[config.mk]
export PLATFORM = sky130hd
export DESIGN_NAME = psr_status_id
export DESIGN_NICKNAME = d
export VERILOG_FILES = /design/src/rtl/psr_pkg.sv /design/src/rtl/psr_status_id.sv
export SDC_FILE = /design/constraint.sdc
export NUM_CORES = 1
export LEC_CHECK = 0
export BUFFER_PORTS_ARGS = -buffer_cell sky130_fd_sc_hd__clkbuf_2
export CAP_MARGIN = 5
export CORE_UTILIZATION = 35
export CTS_CLUSTER_DIAMETER = 120
export CTS_CLUSTER_SIZE = 28
export DETAILED_ROUTE_END_ITERATION = 8
export HOLD_SLACK_MARGIN = 0.05
export RECOVER_POWER = 25
export SLEW_MARGIN = 20
export SYNTH_ARGS = -nofsm -noshare
export SYNTH_HDL_FRONTEND = slang
export SYNTH_SLANG_ARGS = --single-unit
[constraint.sdc]
create_clock -name clk -period 2.7 [get_ports clk]
set_input_delay 0.27 -clock clk [delete_from_list [all_inputs] [get_ports clk]]
set_output_delay 0.27 -clock clk [all_outputs]
set_load 0.01 [all_outputs]
[src/rtl/psr_pkg.sv]
// Constants and types shared by the PHY status and identifier block
package psr_pkg;
   // ----------------------------------------
   // Register addresses and field positions
   // ----------------------------------------
   localparam logic [4:0] REG_STATUS = 5'h01;
   localparam logic [4:0] REG_ID_HIGH = 5'h02;
   localparam logic [4:0] REG_ID_LOW = 5'h03;
   localparam int BIT_NEG_DONE = 5;
   localparam int BIT_FAULT = 4;
   localparam int BIT_LINK = 2;
   localparam int BIT_JABBER = 1;
   localparam logic [15:0] STATUS_FIXED = 16'h1809;
   // ----------------------------------------
   // Timing
   // ----------------------------------------
   localparam int CLK_HZ = 50_000_000;
   localparam int TICK_MS = 1;
   localparam int MS_CYCLES = CLK_HZ / 1000 * TICK_MS;
   localparam logic [9:0] LINK_MIN_MS = 10'h008;
   localparam logic [9:0] LINK_MAX_MS = 10'h018;
   localparam logic [9:0] LINK_FAIL_MS = 10'h064;
   localparam logic [9:0] JAB_DETECT_MS = 10'h014;
   localparam logic [9:0] JAB_HOLD_MS = 10'h01C;
   localparam logic [2:0] LINK_GOOD_PULSES = 3'h7;
   // ----------------------------------------
   // Management frame
   // ----------------------------------------
   localparam logic [5:0] PREAMBLE_BITS = 6'h20;
   localparam logic [5:0] HEADER_LAST = 6'h0D;
   localparam logic [5:0] DATA_LAST = 6'h0F;
   localparam logic [1:0] FRAME_START = 2'h1;
   localparam logic [1:0] OP_READ = 2'h2;
   localparam logic [1:0] OP_WRITE = 2'h1;
   // Arbitrary neutral identifier values
   localparam logic [15:0] ID_HIGH_DEFAULT = 16'h0A5C;
   localparam logic [15:0] ID_LOW_DEFAULT = 16'hC3A1;
   localparam logic [4:0] PHY_ADDR_DEFAULT = 5'h00;
   // ----------------------------------------
   // State types
   // ----------------------------------------
   typedef enum logic [1:0] {
      MD_PRE = 2'b00, MD_HDR = 2'b01, MD_TURN = 2'b11, MD_DATA = 2'b10
   } psr_md_state_type;
   typedef enum logic {LNK_FAIL = 1'b0, LNK_GOOD = 1'b1} psr_link_state_type;
   typedef enum logic [1:0] {
      JAB_IDLE = 2'b00, JAB_TX = 2'b01, JAB_ON = 2'b11, JAB_HOLD = 2'b10
   } psr_jab_state_type;
endpackage

[src/rtl/psr_status_id.sv]
// PHY status and identifier registers with link integrity and jabber logic
`timescale 1ns/1ns
module psr_status_id #(
   parameter int TickCycles = psr_pkg::MS_CYCLES,
   parameter logic [15:0] IdHigh = psr_pkg::ID_HIGH_DEFAULT,
   parameter logic [15:0] IdLow = psr_pkg::ID_LOW_DEFAULT,
   parameter logic [4:0] PhyAddr = psr_pkg::PHY_ADDR_DEFAULT
) (
   input wire logic clk,
   input wire logic rst,
   input wire logic mdc,
   input wire logic mdioIn,
   output logic mdioOut,
   output logic mdioOe,
   input wire logic negotiationEnable,
   input wire logic negotiationBusy,
   input wire logic codeWordStrobe,
   input wire logic partnerFaultBit,
   input wire logic linkPulse,
   input wire logic miiTransmitEnable,
   input wire logic duplexFull,
   output logic linkGood,
   output logic restartNegotiation,
   output logic jabberActive,
   output logic transmitGate,
   output logic collisionEnable,
   output logic loopbackEnable
);
   import psr_pkg::*;

   // ----------------------------------------
   // Millisecond tick
   // ----------------------------------------
   logic [15:0] tickCnt_q, tickCnt_d;
   logic tick_q, tick_d;

   always_comb begin
      tick_d = (tickCnt_q == 16'(TickCycles - 1));
      tickCnt_d = tick_d ? 16'h0000 : tickCnt_q + 16'h0001;
   end

   always_ff @(posedge clk) begin
      if (rst) begin
         tickCnt_q <= 16'h0000;
         tick_q <= 1'b0;
      end else begin
         tickCnt_q <= tickCnt_d;
         tick_q <= tick_d;
      end
   end

   // ----------------------------------------
   // Link integrity and status latches
   // ----------------------------------------
   psr_link_state_type linkState_q, linkState_d;
   logic [9:0] sincePulse_q, sincePulse_d;
   logic [2:0] goodCnt_q, goodCnt_d;
   logic linkLatch_q, linkLatch_d;
   logic restart_q, restart_d;
   logic negDone_q, negDone_d;
   logic faultMirror_q, faultMirror_d;
   logic linkGood_q, linkGood_d;
   logic statusRead_q;
   logic intervalOk;
   logic failEvent;

   always_comb begin
      linkState_d = linkState_q;
      goodCnt_d = goodCnt_q;
      failEvent = 1'b0;
      intervalOk = (sincePulse_q >= LINK_MIN_MS) && (sincePulse_q <= LINK_MAX_MS);
      sincePulse_d = sincePulse_q;
      if (linkPulse) begin
         sincePulse_d = 10'h000;
      end else if (tick_q && sincePulse_q != 10'h3FF) begin
         sincePulse_d = sincePulse_q + 10'h001;
      end
      case (linkState_q)
         LNK_GOOD: begin
            if (sincePulse_q > LINK_FAIL_MS) begin
               linkState_d = LNK_FAIL;
               goodCnt_d = 3'h0;
               failEvent = 1'b1;
            end
         end
         LNK_FAIL: begin
            if (linkPulse) begin
               // Saturates so a run can wait out a busy negotiation
               goodCnt_d = !intervalOk ? 3'h0 :
                  (goodCnt_q == LINK_GOOD_PULSES) ? goodCnt_q : goodCnt_q + 3'h1;
            end
            if (goodCnt_d == LINK_GOOD_PULSES && (!negotiationEnable || !negotiationBusy)) begin
               linkState_d = LNK_GOOD;
               goodCnt_d = 3'h0;
            end
         end
         default: linkState_d = LNK_FAIL;
      endcase
      restart_d = failEvent && negotiationEnable;
      linkGood_d = (linkState_d == LNK_GOOD);
      linkLatch_d = linkLatch_q;
      if (statusRead_q && linkState_q == LNK_GOOD) begin
         linkLatch_d = 1'b1;
      end
      if (failEvent || linkState_q == LNK_FAIL) begin
         linkLatch_d = 1'b0;
      end
      // Engine busy flag also marks when negotiation registers are stable
      negDone_d = !negotiationEnable || !negotiationBusy;
      faultMirror_d = codeWordStrobe ? partnerFaultBit : faultMirror_q;
   end

   always_ff @(posedge clk) begin
      if (rst) begin
         linkState_q <= LNK_FAIL;
         sincePulse_q <= 10'h000;
         goodCnt_q <= 3'h0;
         linkLatch_q <= 1'b0;
         restart_q <= 1'b0;
         negDone_q <= 1'b1;
         faultMirror_q <= 1'b0;
         linkGood_q <= 1'b0;
      end else begin
         linkState_q <= linkState_d;
         sincePulse_q <= sincePulse_d;
         goodCnt_q <= goodCnt_d;
         linkLatch_q <= linkLatch_d;
         restart_q <= restart_d;
         negDone_q <= negDone_d;
         faultMirror_q <= faultMirror_d;
         linkGood_q <= linkGood_d;
      end
   end

   // ----------------------------------------
   // Jabber detector
   // ----------------------------------------
   psr_jab_state_type jabState_q, jabState_d;
   logic [9:0] jabCnt_q, jabCnt_d;
   logic jabLatch_q, jabLatch_d;
   logic jabActive_q, jabActive_d;
   logic txGate_q, txGate_d;
   logic colEn_q, colEn_d;
   logic loopEn_q, loopEn_d;

   always_comb begin
      jabState_d = jabState_q;
      jabCnt_d = tick_q ? jabCnt_q + 10'h001 : jabCnt_q;
      case (jabState_q)
         JAB_IDLE: begin
            jabCnt_d = 10'h000;
            if (miiTransmitEnable) begin
               jabState_d = JAB_TX;
            end
         end
         JAB_TX: begin
            if (!miiTransmitEnable) begin
               jabState_d = JAB_IDLE;
            end else if (jabCnt_q > JAB_DETECT_MS) begin
               jabState_d = JAB_ON;
            end
         end
         JAB_ON: begin
            jabCnt_d = 10'h000;
            if (!miiTransmitEnable) begin
               jabState_d = JAB_HOLD;
            end
         end
         JAB_HOLD: begin
            // Renewed transmit enable restarts the hold time
            if (miiTransmitEnable) begin
               jabState_d = JAB_ON;
            // Strictly above the hold count so tick phase never cuts the minimum
            end else if (jabCnt_q > JAB_HOLD_MS) begin
               jabState_d = JAB_IDLE;
            end
         end
         default: jabState_d = JAB_IDLE;
      endcase
      jabActive_d = (jabState_d == JAB_ON) || (jabState_d == JAB_HOLD);
      txGate_d = miiTransmitEnable && !jabActive_d;
      colEn_d = !jabActive_d;
      loopEn_d = !duplexFull && !jabActive_d;
      jabLatch_d = jabLatch_q;
      if (statusRead_q && !jabActive_q) begin
         jabLatch_d = 1'b0;
      end
      if (jabActive_d) begin
         jabLatch_d = 1'b1;
      end
   end

   always_ff @(posedge clk) begin
      if (rst) begin
         jabState_q <= JAB_IDLE;
         jabCnt_q <= 10'h000;
         jabLatch_q <= 1'b0;
         jabActive_q <= 1'b0;
         txGate_q <= 1'b0;
         colEn_q <= 1'b1;
         loopEn_q <= 1'b0;
      end else begin
         jabState_q <= jabState_d;
         jabCnt_q <= jabCnt_d;
         jabLatch_q <= jabLatch_d;
         jabActive_q <= jabActive_d;
         txGate_q <= txGate_d;
         colEn_q <= colEn_d;
         loopEn_q <= loopEn_d;
      end
   end

   // Cycle count in hold, checked against the tick based exit
   logic [31:0] holdCycles_q, holdCycles_d;

   always_comb begin
      holdCycles_d = (jabState_q == JAB_HOLD) ? holdCycles_q + 32'h00000001 : 32'h00000000;
   end

   always_ff @(posedge clk) begin
      if (rst) begin
         holdCycles_q <= 32'h00000000;
      end else begin
         holdCycles_q <= holdCycles_d;
      end
   end

   // ----------------------------------------
   // Management frame slave
   // ----------------------------------------
   psr_md_state_type mdState_q, mdState_d;
   logic [5:0] mdCnt_q, mdCnt_d;
   logic [15:0] mdShift_q, mdShift_d;
   logic isRead_q, isRead_d;
   logic mdOut_q, mdOut_d;
   logic mdOe_q, mdOe_d;
   logic mdcPrev_q;
   logic statusRead_d;
   logic rise;
   logic [13:0] hdr;
   logic [15:0] statusWord;
   logic [15:0] readWord;

   always_comb begin
      // Link and jabber bits are driven in either media mode; software decides
      statusWord = STATUS_FIXED;
      statusWord[BIT_NEG_DONE] = negDone_q;
      statusWord[BIT_FAULT] = faultMirror_q;
      statusWord[BIT_LINK] = linkLatch_q;
      statusWord[BIT_JABBER] = jabLatch_q;
      hdr = {mdShift_q[12:0], mdioIn};
      case (hdr[4:0])
         REG_STATUS: readWord = statusWord;
         REG_ID_HIGH: readWord = IdHigh;
         REG_ID_LOW: readWord = IdLow;
         default: readWord = 16'h0000;
      endcase
      rise = mdc && !mdcPrev_q;
      mdState_d = mdState_q;
      mdCnt_d = mdCnt_q;
      mdShift_d = mdShift_q;
      isRead_d = isRead_q;
      mdOut_d = mdOut_q;
      mdOe_d = mdOe_q;
      statusRead_d = 1'b0;
      if (rise) begin
         case (mdState_q)
            MD_PRE: begin
               if (mdioIn) begin
                  mdCnt_d = (mdCnt_q == PREAMBLE_BITS) ? mdCnt_q : mdCnt_q + 6'h01;
               end else if (mdCnt_q == PREAMBLE_BITS) begin
                  mdState_d = MD_HDR;
                  mdShift_d = 16'h0000;
                  mdCnt_d = 6'h01;
               end else begin
                  mdCnt_d = 6'h00;
               end
            end
            MD_HDR: begin
               mdShift_d = {mdShift_q[14:0], mdioIn};
               mdCnt_d = mdCnt_q + 6'h01;
               if (mdCnt_q == HEADER_LAST) begin
                  mdCnt_d = 6'h00;
                  mdState_d = MD_PRE;
                  if (hdr[13:12] == FRAME_START && hdr[9:5] == PhyAddr &&
                      (hdr[11:10] == OP_READ || hdr[11:10] == OP_WRITE)) begin
                     // No isolate gating: frames are served in every mode
                     mdState_d = MD_TURN;
                     isRead_d = (hdr[11:10] == OP_READ);
                     mdShift_d = readWord;
                     statusRead_d = isRead_d && (hdr[4:0] == REG_STATUS);
                  end
               end
            end
            MD_TURN: begin
               if (mdCnt_q == 6'h00) begin
                  mdOe_d = isRead_q;
                  mdOut_d = 1'b0;
                  mdCnt_d = 6'h01;
               end else begin
                  mdState_d = MD_DATA;
                  mdCnt_d = 6'h00;
                  mdOut_d = mdShift_q[15];
                  mdShift_d = {mdShift_q[14:0], 1'b0};
               end
            end
            MD_DATA: begin
               // Write data is clocked through and dropped
               mdCnt_d = mdCnt_q + 6'h01;
               mdOut_d = mdShift_q[15];
               mdShift_d = {mdShift_q[14:0], 1'b0};
               if (mdCnt_q == DATA_LAST) begin
                  mdState_d = MD_PRE;
                  mdCnt_d = 6'h00;
                  mdOe_d = 1'b0;
                  mdOut_d = 1'b0;
               end
            end
            default: mdState_d = MD_PRE;
         endcase
      end
   end

   always_ff @(posedge clk) begin
      if (rst) begin
         mdState_q <= MD_PRE;
         mdCnt_q <= 6'h00;
         mdShift_q <= 16'h0000;
         isRead_q <= 1'b0;
         mdOut_q <= 1'b0;
         mdOe_q <= 1'b0;
         mdcPrev_q <= 1'b0;
         statusRead_q <= 1'b0;
      end else begin
         mdState_q <= mdState_d;
         mdCnt_q <= mdCnt_d;
         mdShift_q <= mdShift_d;
         isRead_q <= isRead_d;
         mdOut_q <= mdOut_d;
         mdOe_q <= mdOe_d;
         mdcPrev_q <= mdc;
         statusRead_q <= statusRead_d;
      end
   end

   assign mdioOut = mdOut_q;
   assign mdioOe = mdOe_q;
   assign linkGood = linkGood_q;
   assign restartNegotiation = restart_q;
   assign jabberActive = jabActive_q;
   assign transmitGate = txGate_q;
   assign collisionEnable = colEn_q;
   assign loopbackEnable = loopEn_q;
endmodule

Word-level counts from Yosys, hierarchy flattened
Cells that the tools add are included.
- register bits after elaboration: 81
- bits in latches: 0
- memory bits (writable): 0
- ROM bits: 0
- bits of input ports: 11
- memories: 0
- add/subtract/negate cells: 5
- multiply operators: 0
- div/mod/pow operators: 0
- order comparisons: 5
- equal/unequal tests: 29
- shifts and indexed selects: 0
- mux-type cells: 48
- bitwise operators: 5
- reduce and logical (&&, ||, !) cells: 39
- operators by type and width (kind ; count):
    2-to-1 mux 16 bit ; 5
    one-hot mux 16 bit (4 select lines) ; 1
    one-hot mux 16 bit (3 select lines) ; 1
    2-to-1 mux 2 bit ; 12
    2-to-1 mux 6 bit ; 4
    one-hot mux 6 bit (4 select lines) ; 1
    adder 10 x 1 -> 10 bit (second input constant) ; 2
    greater-than comparator 10 x 5 -> 1 bit (second input constant) ; 2
    2-to-1 mux 3 bit ; 6
    adder 16 x 1 -> 16 bit (second input constant) ; 1
    equality test 16 bit (second input constant) ; 1
    one-hot mux 2 bit (4 select lines) ; 2
    equality test 2 bit (second input constant) ; 7
    equality test 6 x 4 -> 1 bit (second input constant) ; 2
    logical AND 1 bit ; 12
    2-to-1 mux 1 bit ; 12
    inequality test 2 bit (second input constant) ; 6
    AND reduction 4 bit ; 3
    equality test 5 x 2 -> 1 bit (second input constant) ; 2
    greater-or-equal comparator 10 x 4 -> 1 bit (second input constant) ; 1
    greater-than comparator 10 x 7 -> 1 bit (second input constant) ; 1
    less-or-equal comparator 10 x 5 -> 1 bit (second input constant) ; 1
    inequality test 10 bit (second input constant) ; 1
    equality test 2 x 1 -> 1 bit (second input constant) ; 4
    21 further kinds ; 41

Longest topological paths before layout
Gate-level depths: netlist of run 1.
- depth after elaboration: 9
- mapped depth: 9
- depth with buffers taken out: 7

Worst setup path before layout of run 1
No wires, ideal clock.
- kind: flip-flop to flip-flop
- start: reg mdCnt_q[0]
- end: reg mdShift_q[12]
- library setup time: 132 ps
- arrival time: 1848 ps
- path slack: 719 ps
- stages on the path, launching flop included: 10
- period minus slack after synthesis: 1981 ps
- cell sequence: dfxtp_1 inv_1 ha_1 or4b_4 o21ba_1 o211a_1 buf_6 buf_8 o211ai_1 a21oi_1
- longest elaborated chain between the ends: 3
- elaborated cells on any way between the ends: 8
- RTL lines (what ; line ; source):
    start: declaration ; psr_status_id.sv:232 ; logic [5:0] mdCnt_q, mdCnt_d;
    start signal: assignment ; psr_status_id.sv:336 ; mdCnt_q <= mdCnt_d;
    equality test 6 x 4 -> 1 bit, or another cell as far along ; psr_status_id.sv:282 ; if (mdCnt_q == HEADER_LAST) begin
    2-to-1 mux 16 bit or inequality test 2 bit (tied branches) ; -- ;
    one-hot mux 16 bit (4 select lines) or AND reduction 4 bit (tied branches) ; -- ;
    end signal: assignment ; psr_status_id.sv:337 ; mdShift_q <= mdShift_d;
    end: declaration ; psr_status_id.sv:233 ; logic [15:0] mdShift_q, mdShift_d;
Several ways; a longest one is shown, not always the timed one.
A chain may end at the register's enable or synchronous reset.

Worst setup path after layout of run 1
- start: reg mdCnt_q[0]
- end: reg mdState_q[1]
- longest elaborated chain between the ends: 3
- elaborated cells on any way between the ends: 9
- RTL lines (what ; line ; source):
    equality test 6 x 4 -> 1 bit, or another cell as far along ; psr_status_id.sv:312 ; if (mdCnt_q == DATA_LAST) begin
    inequality test 2 bit (no source line) ; -- ;
    AND reduction 6 bit (no source line) (*) ; -- ;
    end signal: assignment ; psr_status_id.sv:335 ; mdState_q <= mdState_d;
    end: declaration ; psr_status_id.sv:231 ; psr_md_state_type mdState_q, mdState_d;
Mark *: on every way between the ends. The rest lies on a longest branch, timed or not.

==> flow_metrics.py, run 1 <==
metrics = {
    "clock_network": {
        "cts_tree": "built",
        "clockBufferDepth": 2,
        "path_clk_slew_ns": 0.08,
        "cts-resized-gates": 0,
        "cts_hold_repair.buffers": 0,
        "cts_buffers": 9,
        "post_cts_buffers": 0,
        "cts_htree_levels": 3,
        "cts_root_buf": "clkbuf_8",
        "cts.sinks": 80,
        "clk_latency_ns": 0.35,
    },
    "synthesis": {
        "ys.flop_type": "dfxtp_1",
        "synth_area_um2": 3870,
        "synth-async-reset-ratio_pct": 0,
        "syn_avg_cell_area_um2": 8.41,
        "synth-edff-count": 0,
        "synthesis.nets": 482,
        "ys_seq_area_share_pct": 41.3,
        "synthDistinctLibCells": 56,
        "yosysWarnings": 0,
        "postSynthCellCount": 461,
        "ys_ff_latch": 80,
    },
    "setup_path": {
        "slowest_delay_ns": 0.54,
        "timing.critical_path.buf_inv": 1,
        "path_cells": "inv_1, ha_1, or4b_4, o21ai_2, o211a_1, a21oi_1, a2111oi_2",
        "worstPathArrival_ns": 2.67,
        "crit_slowest_cell": "o211a_1",
        "start_kind": "flop",
        "cpLargestDelayFamily": "compound AO/OA/AOI/OAI gates",
        "r2r_slack_ns": 0.27,
        "rr_startpoint": "mdCnt_q[0]",
        "end_kind": "flop",
        "crit_required_ns": 2.94,
        "startpoint": "mdCnt_q[0]",
        "crit_fanout": 17,
        "critPathKind": "flop to flop",
    },
    "power": {
        "power_density_nw_per_um2": 543,
        "ir_drop_uv": 336,
        "leakage_nw": 1.50,
    },
    "timing": {
        "slew_violations": 0,
        "slew_headroom_pct": 13.8,
        "finalSetupViolCount": 0,
        "finalClockSkew_ns": 0.0101,
        "rsz0062_at_grt": "false",
        "period_share_pct": 90.1,
        "tns_ns": 0,
        "worst_pin_slew_ns": 1.29,
        "max_clock_freq_mhz": 411,
        "hold_viol": 0,
        "fin_ws_ns": 0.268,
        "period_needed_ns": 2.43,
    },
    "route": {
        "dr.pass1.iters": 6,
        "vias": 3238,
        "ant_nets": 0,
        "wl_per_cell_um": 13.0,
        "drt_iter0_drc": 164,
        "via_per_inst": 5.23,
        "routed_wl_um": 8060,
        "route.detailed.drc": 1,
    },
    "global_routing": {
        "grt_pass1_wl_um": 13900,
        "grt_pass1_vias": 3038,
        "grt_max_degree": 28,
        "antenna_found_initial": 0,
        "grtUsageTotal_pct": 15.1,
        "overflow": 0,
    },
    "layout": {
        "multi_input_area_um2": 2110,
        "n_fill_cell": 1093,
        "area_delta_synth_final_pct": 10.7,
        "nNetsFinal": 495,
        "register_area_um2": 1600,
        "drive_above_1_share_pct": 7.93,
        "diodes": 0,
    },
    "place": {
        "dpl.hpwl_um": 5610,
        "pre_cts_slack_ns": 0.335,
        "place.gp.congestion": 0.809,
        "portBuffers": 18,
    },
    "floorplanning": {
        "die_area_um2": 11500,
        "start_util_pct": 35.9,
        "pin_count": 19,
        "rows": 38,
        "core_area_um2": 10800,
        "die_height_um": 107,
        "die_w_um": 107,
    },
    "hold_path": {
        "min_path_type": "input port to flop",
        "hp-start": "duplexFull",
    },
    "outcome": {
        "violations": "DRC",
        "outcome": "finished, violations left",
    },
    "flow_run": {
        "max_cap_violations": 0,
    },
}
-- cell usage in the layout (no fill, tap or decap), drive strengths merged, types with 3 or more instances in the layout --
| cell | n |
|---|---|
| xnor2 | 11 |
| a311oi | 4 |
| nand2b | 8 |
| and3 | 5 |
| bufinv | 3 |
| clkbuf | 29 |
| or3 | 7 |
| a211oi | 6 |
| ha | 10 |
| mux2i | 6 |
| nor3 | 15 |
| a31oi | 7 |
| nor2 | 65 |
| nor4b | 5 |
| xor2 | 19 |
| nor2b | 7 |
| o211ai | 6 |
| nand2 | 44 |
| and2 | 3 |
| nor4 | 3 |
| dfxtp | 80 |
| inv | 13 |
| nand3 | 21 |
| buf | 5 |
| and4 | 5 |
| a21oi | 29 |
| o21ai | 14 |
| nand4 | 11 |
-- cells by family (layout without fill, tap and decap cells) --
group           Yosys count  after routing  synth area share [%]
mux                       6              6                  1.55
fa+ha+maj                10             10                  3.23
xor+xnor                 30             30                  6.78
simple gates            209            209                  26.8
compound gates           91             91                  16.1
flops                    80             80                  41.3
buf+inv                  35             53                  4.26
-- path summary, 6_finish.rpt --
kind,endpoint,cells past startpoint
worst max-delay path,mdState_q[1],7
worst min-delay path,loopbackEnable,2
worst max register to register,mdState_q[1],7
worst min register to register,mdioOut,2
-- registers in the layout, indices dropped and copies added, names as in the netlist --
name,flops
isRead_q,1
sincePulse_q,10
goodCnt_q,3
loopbackEnable,1
jabCnt_q,10
linkGood,1
mdioOut,1
restartNegotiation,1
mdcPrev_q,1
collisionEnable,1
mdioOe,1
jabLatch_q,1
tick_q,1
linkLatch_q,1
negDone_q,1
statusRead_q,1
mdState_q,2
faultMirror_q,1
jabState_q,2
mdShift_q,16
transmitGate,1
mdCnt_q,6
tickCnt_q,16
-- cell usage after synthesis, drive strengths merged, types with 6 or more instances --
master	number	share of area, %
dfxtp	80	41
nor2	65	6.3
nand2	44	4.3
a21oi	29	3.7
nand3	21	2.7
xor2	19	4.3
clkbuf	17	1.6
nor3	15	1.9
o21ai	14	1.9
inv	13	1.3
nand4	11	1.8
xnor2	11	2.5
ha	10	3.2
nand2b	8	1.3
a31oi	7	1.1
nor2b	7	1.1
or3	7	1.1
a211oi	6	1.2
mux2i	6	1.5
o211ai	6	1.3
-- worst reg2reg max path, delay by kind of cell (launching register included) --
kind,cells,cell delay (ns)
AOI/OAI and AO/OA,4,1.21
adders and majority gates,1,0.16
buffers and inverters,1,0.09
DFF,1,0.37
and+or+nand+nor,1,0.49
-- report_power, final --
part | switching (mW) | internal [mW]
clock | 0.434 | 0.612
combinational | 0.0558 | 0.0312
sequential | 0.00859 | 1.19
total | 0.498 | 1.83
-- stage by stage --
stage	power, mW	instances	cell area, um2	util (%)	hold slack, ns
2_1_floorplan	1.29	461	3870	-	0.346
3_3_place_gp	1.31	603	4070	37.7	0.428
3_5_place_dp	1.31	603	4070	37.7	0.447
4_1_cts	2.36	619	4300	39.9	0.0903
5_1_grt	2.41	619	4290	39.7	0.0885
6_report	2.33	619	4290	39.7	0.109
-- area by class of cell --
class	count	share of cell area, %
Sequential cell	80	37.3
Timing Repair Buffer	24	2.80
Clock inverter	6	2.51
Clock buffer	10	2.98
Inverter	13	1.14
Multi-Input combinational cell	346	49.2
Tap cell	140	4.08
-- routing by layer --
metal  vias up  share of wire [%]  GRT usage [%]
met5         -                  0              0
met4         0                  0           3.82
met2        53                 49           25.2
met1      1529                 48           18.7
li1       1656                  -              -
met3         0                3.7           5.05
(Power assumes the default switching activity.)
==> run 2: changes to the inputs <==
Settings changed: CELL_PAD_IN_SITES_DETAIL_PLACEMENT set to 1, CELL_PAD_IN_SITES_GLOBAL_PLACEMENT set to 1, PLACE_DENSITY_LB_ADDON set to 0.1.
==> flow_metrics.py, run 2 (synthesis results as in run 1) <==
metrics = {
    "setup_path": {
        "start_kind": "flop",
        "crit_slowest_cell": "o211a_1",
        "crit_fanout": 17,
        "cp.depth": 7,
        "path_cells": "inv_1, ha_1, or4b_4, o21ai_2, o211a_1, a21oi_1, a2111oi_2",
        "worstPathArrival_ns": 2.71,
        "worstRegToRegCells": 7,
        "cpLargestDelayFamily": "compound AO/OA/AOI/OAI gates",
        "r2r_slack_ns": 0.23,
        "timing.critical_path.buf_inv": 1,
        "crit_required_ns": 2.95,
        "critPathKind": "flop to flop",
        "end_kind": "flop",
        "slowest_delay_ns": 0.53,
    },
    "timing": {
        "slew_headroom_pct": -9.65,
        "finalClockSkew_ns": 0.00754,
        "period_share_pct": 91.4,
        "max_clock_freq_mhz": 405,
        "finalSetupViolCount": 0,
        "slew_violations": 35,
        "period_needed_ns": 2.47,
        "rsz0062_at_grt": "false",
        "tns_ns": 0,
        "hold_viol": 0,
        "worst_pin_slew_ns": 1.64,
    },
    "layout": {
        "stdcell_count": 621,
        "nNetsFinal": 498,
        "drive_above_1_share_pct": 8.32,
        "area_delta_synth_final_pct": 9.43,
        "final_cell_mix": "80 x dfxtp_1, 65 x nor2_1, 44 x nand2_1, 29 x a21oi_1, 21 x nand3_1",
        "reg.largest.list": "mdShift_q (16), tickCnt_q (16)",
        "layout_commonest_cell": "dfxtp_1",
        "diodes": 0,
    },
    "route": {
        "dr.pass1.iters": 4,
        "wl_per_cell_um": 14.8,
        "route.detailed.drc": 0,
        "routed_wl_um": 9190,
        "drt_iter0_drc": 107,
        "ant_nets": 0,
        "via_per_inst": 5.34,
        "vias": 3316,
    },
    "clock_network": {
        "clockBufferDepth": 2,
        "path_clk_slew_ns": 0.08,
        "cts.sinks": 80,
        "cts_tree": "built",
        "cts_root_buf": "clkbuf_8",
        "cts_htree_levels": 3,
        "cts_buffers": 9,
        "clk_latency_ns": 0.36,
        "cts-resized-gates": 0,
    },
    "outcome": {
        "violations": "capacitance limit, slew limit",
        "outcome": "finished, violations left",
    },
    "floorplanning": {
        "start_util_pct": 35.9,
        "pin_count": 19,
        "die_height_um": 107,
        "die_area_um2": 11500,
        "rows": 38,
        "die_w_um": 107,
        "core_area_um2": 10800,
    },
    "global_routing": {
        "grt_pass1_vias": 3268,
        "antenna_found_initial": 0,
        "grt_max_degree": 35,
        "grt_pass1_wl_um": 15600,
        "grtUsageTotal_pct": 17.4,
        "overflow": 0,
    },
    "place": {
        "place_inst": 605,
        "portBuffers": 18,
        "dpl.hpwl_um": 6460,
        "place.gp.congestion": 0.772,
    },
    "hold_path": {
        "min_path_type": "input port to flop",
        "holdPathStages": 2,
    },
    "power": {
        "finalPower_mw": 2.07,
        "ir_drop_uv": 389,
        "power_density_nw_per_um2": 488,
        "leakage_nw": 1.48,
    },
    "flow_run": {
        "max_cap_violations": 1,
    },
}
[run 2: cell count changes in the layout (fill, tap and decap cells not counted)]
cell	before	now
clkinvlp_4	1	2
bufinv_16	3	0
or2_0	1	0
dlygate4sd3_1	0	1
or2_2	1	2
buf_4	5	7
inv_6	0	1
[run 2: path summary, 6_finish.rpt]
path / from / to
max reg2reg: mdCnt_q[0] / mdState_q[1]
min: negotiationBusy / negDone_q
min reg2reg: tickCnt_q[0] / tickCnt_q[0]
max: mdCnt_q[0] / mdState_q[1]
[run 2: metrics by stage]
stage | hold slack, ns | instance area, um2 | setup slack, ns | util [%]
3_3_place_gp | 0.425 | 4080 | 0.379 | 37.8
4_1_cts | 0.105 | 4260 | 0.238 | 39.4
2_1_floorplan | 0.346 | 3870 | 0.719 | -
5_1_grt | 0.0996 | 4240 | 0.115 | 39.3
6_report | 0.122 | 4240 | 0.232 | 39.3
3_5_place_dp | 0.436 | 4080 | 0.263 | 37.8
[run 2: area by class of cell]
| cell class | count | area [um2] |
|---|---|---|
| Clock buffer | 10 | 128 |
| Clock inverter | 5 | 33.8 |
| Fill cell | 1278 | 6550 |
| Inverter | 13 | 48.8 |
| Multi-Input combinational cell | 346 | 2110 |
| Sequential cell | 80 | 1600 |
| Tap cell | 140 | 175 |
| Timing Repair Buffer | 27 | 145 |
[run 2: power by group]
part           switching (mW)  total, mW  internal (mW)
registers             0.00913       1.20           1.19
logic                  0.0581     0.0908         0.0326
clock network           0.452      0.781          0.329
total                   0.519       2.07           1.55
[run 2: timing repair]
item / 4_1_cts / 5_1_grt
endpoints found under the hold margin: 1 / 0
setup buffers: 0 / 0
hold buffers: 1 / 0
[run 2: per-layer routing]
| layer | GRT usage, % | share of wire, % | up-vias |
|---|---|---|---|
| met5 | 0 | 0 | - |
| met4 | 4.50 | 0.78 | 0 |
| met3 | 5.59 | 2.8 | 7 |
| met2 | 28.8 | 48 | 31 |
| met1 | 21.8 | 49 | 1612 |
| li1 | - | - | 1666 |
[run 2: worst reg2reg max path, stage by stage, from the launching register on]
cell       delay, ns
dfxtp_1         0.38
inv_1           0.11
ha_1            0.16
or4b_4          0.50
o21ai_2         0.18
o211a_1         0.53
a21oi_1         0.15
a2111oi_2       0.34
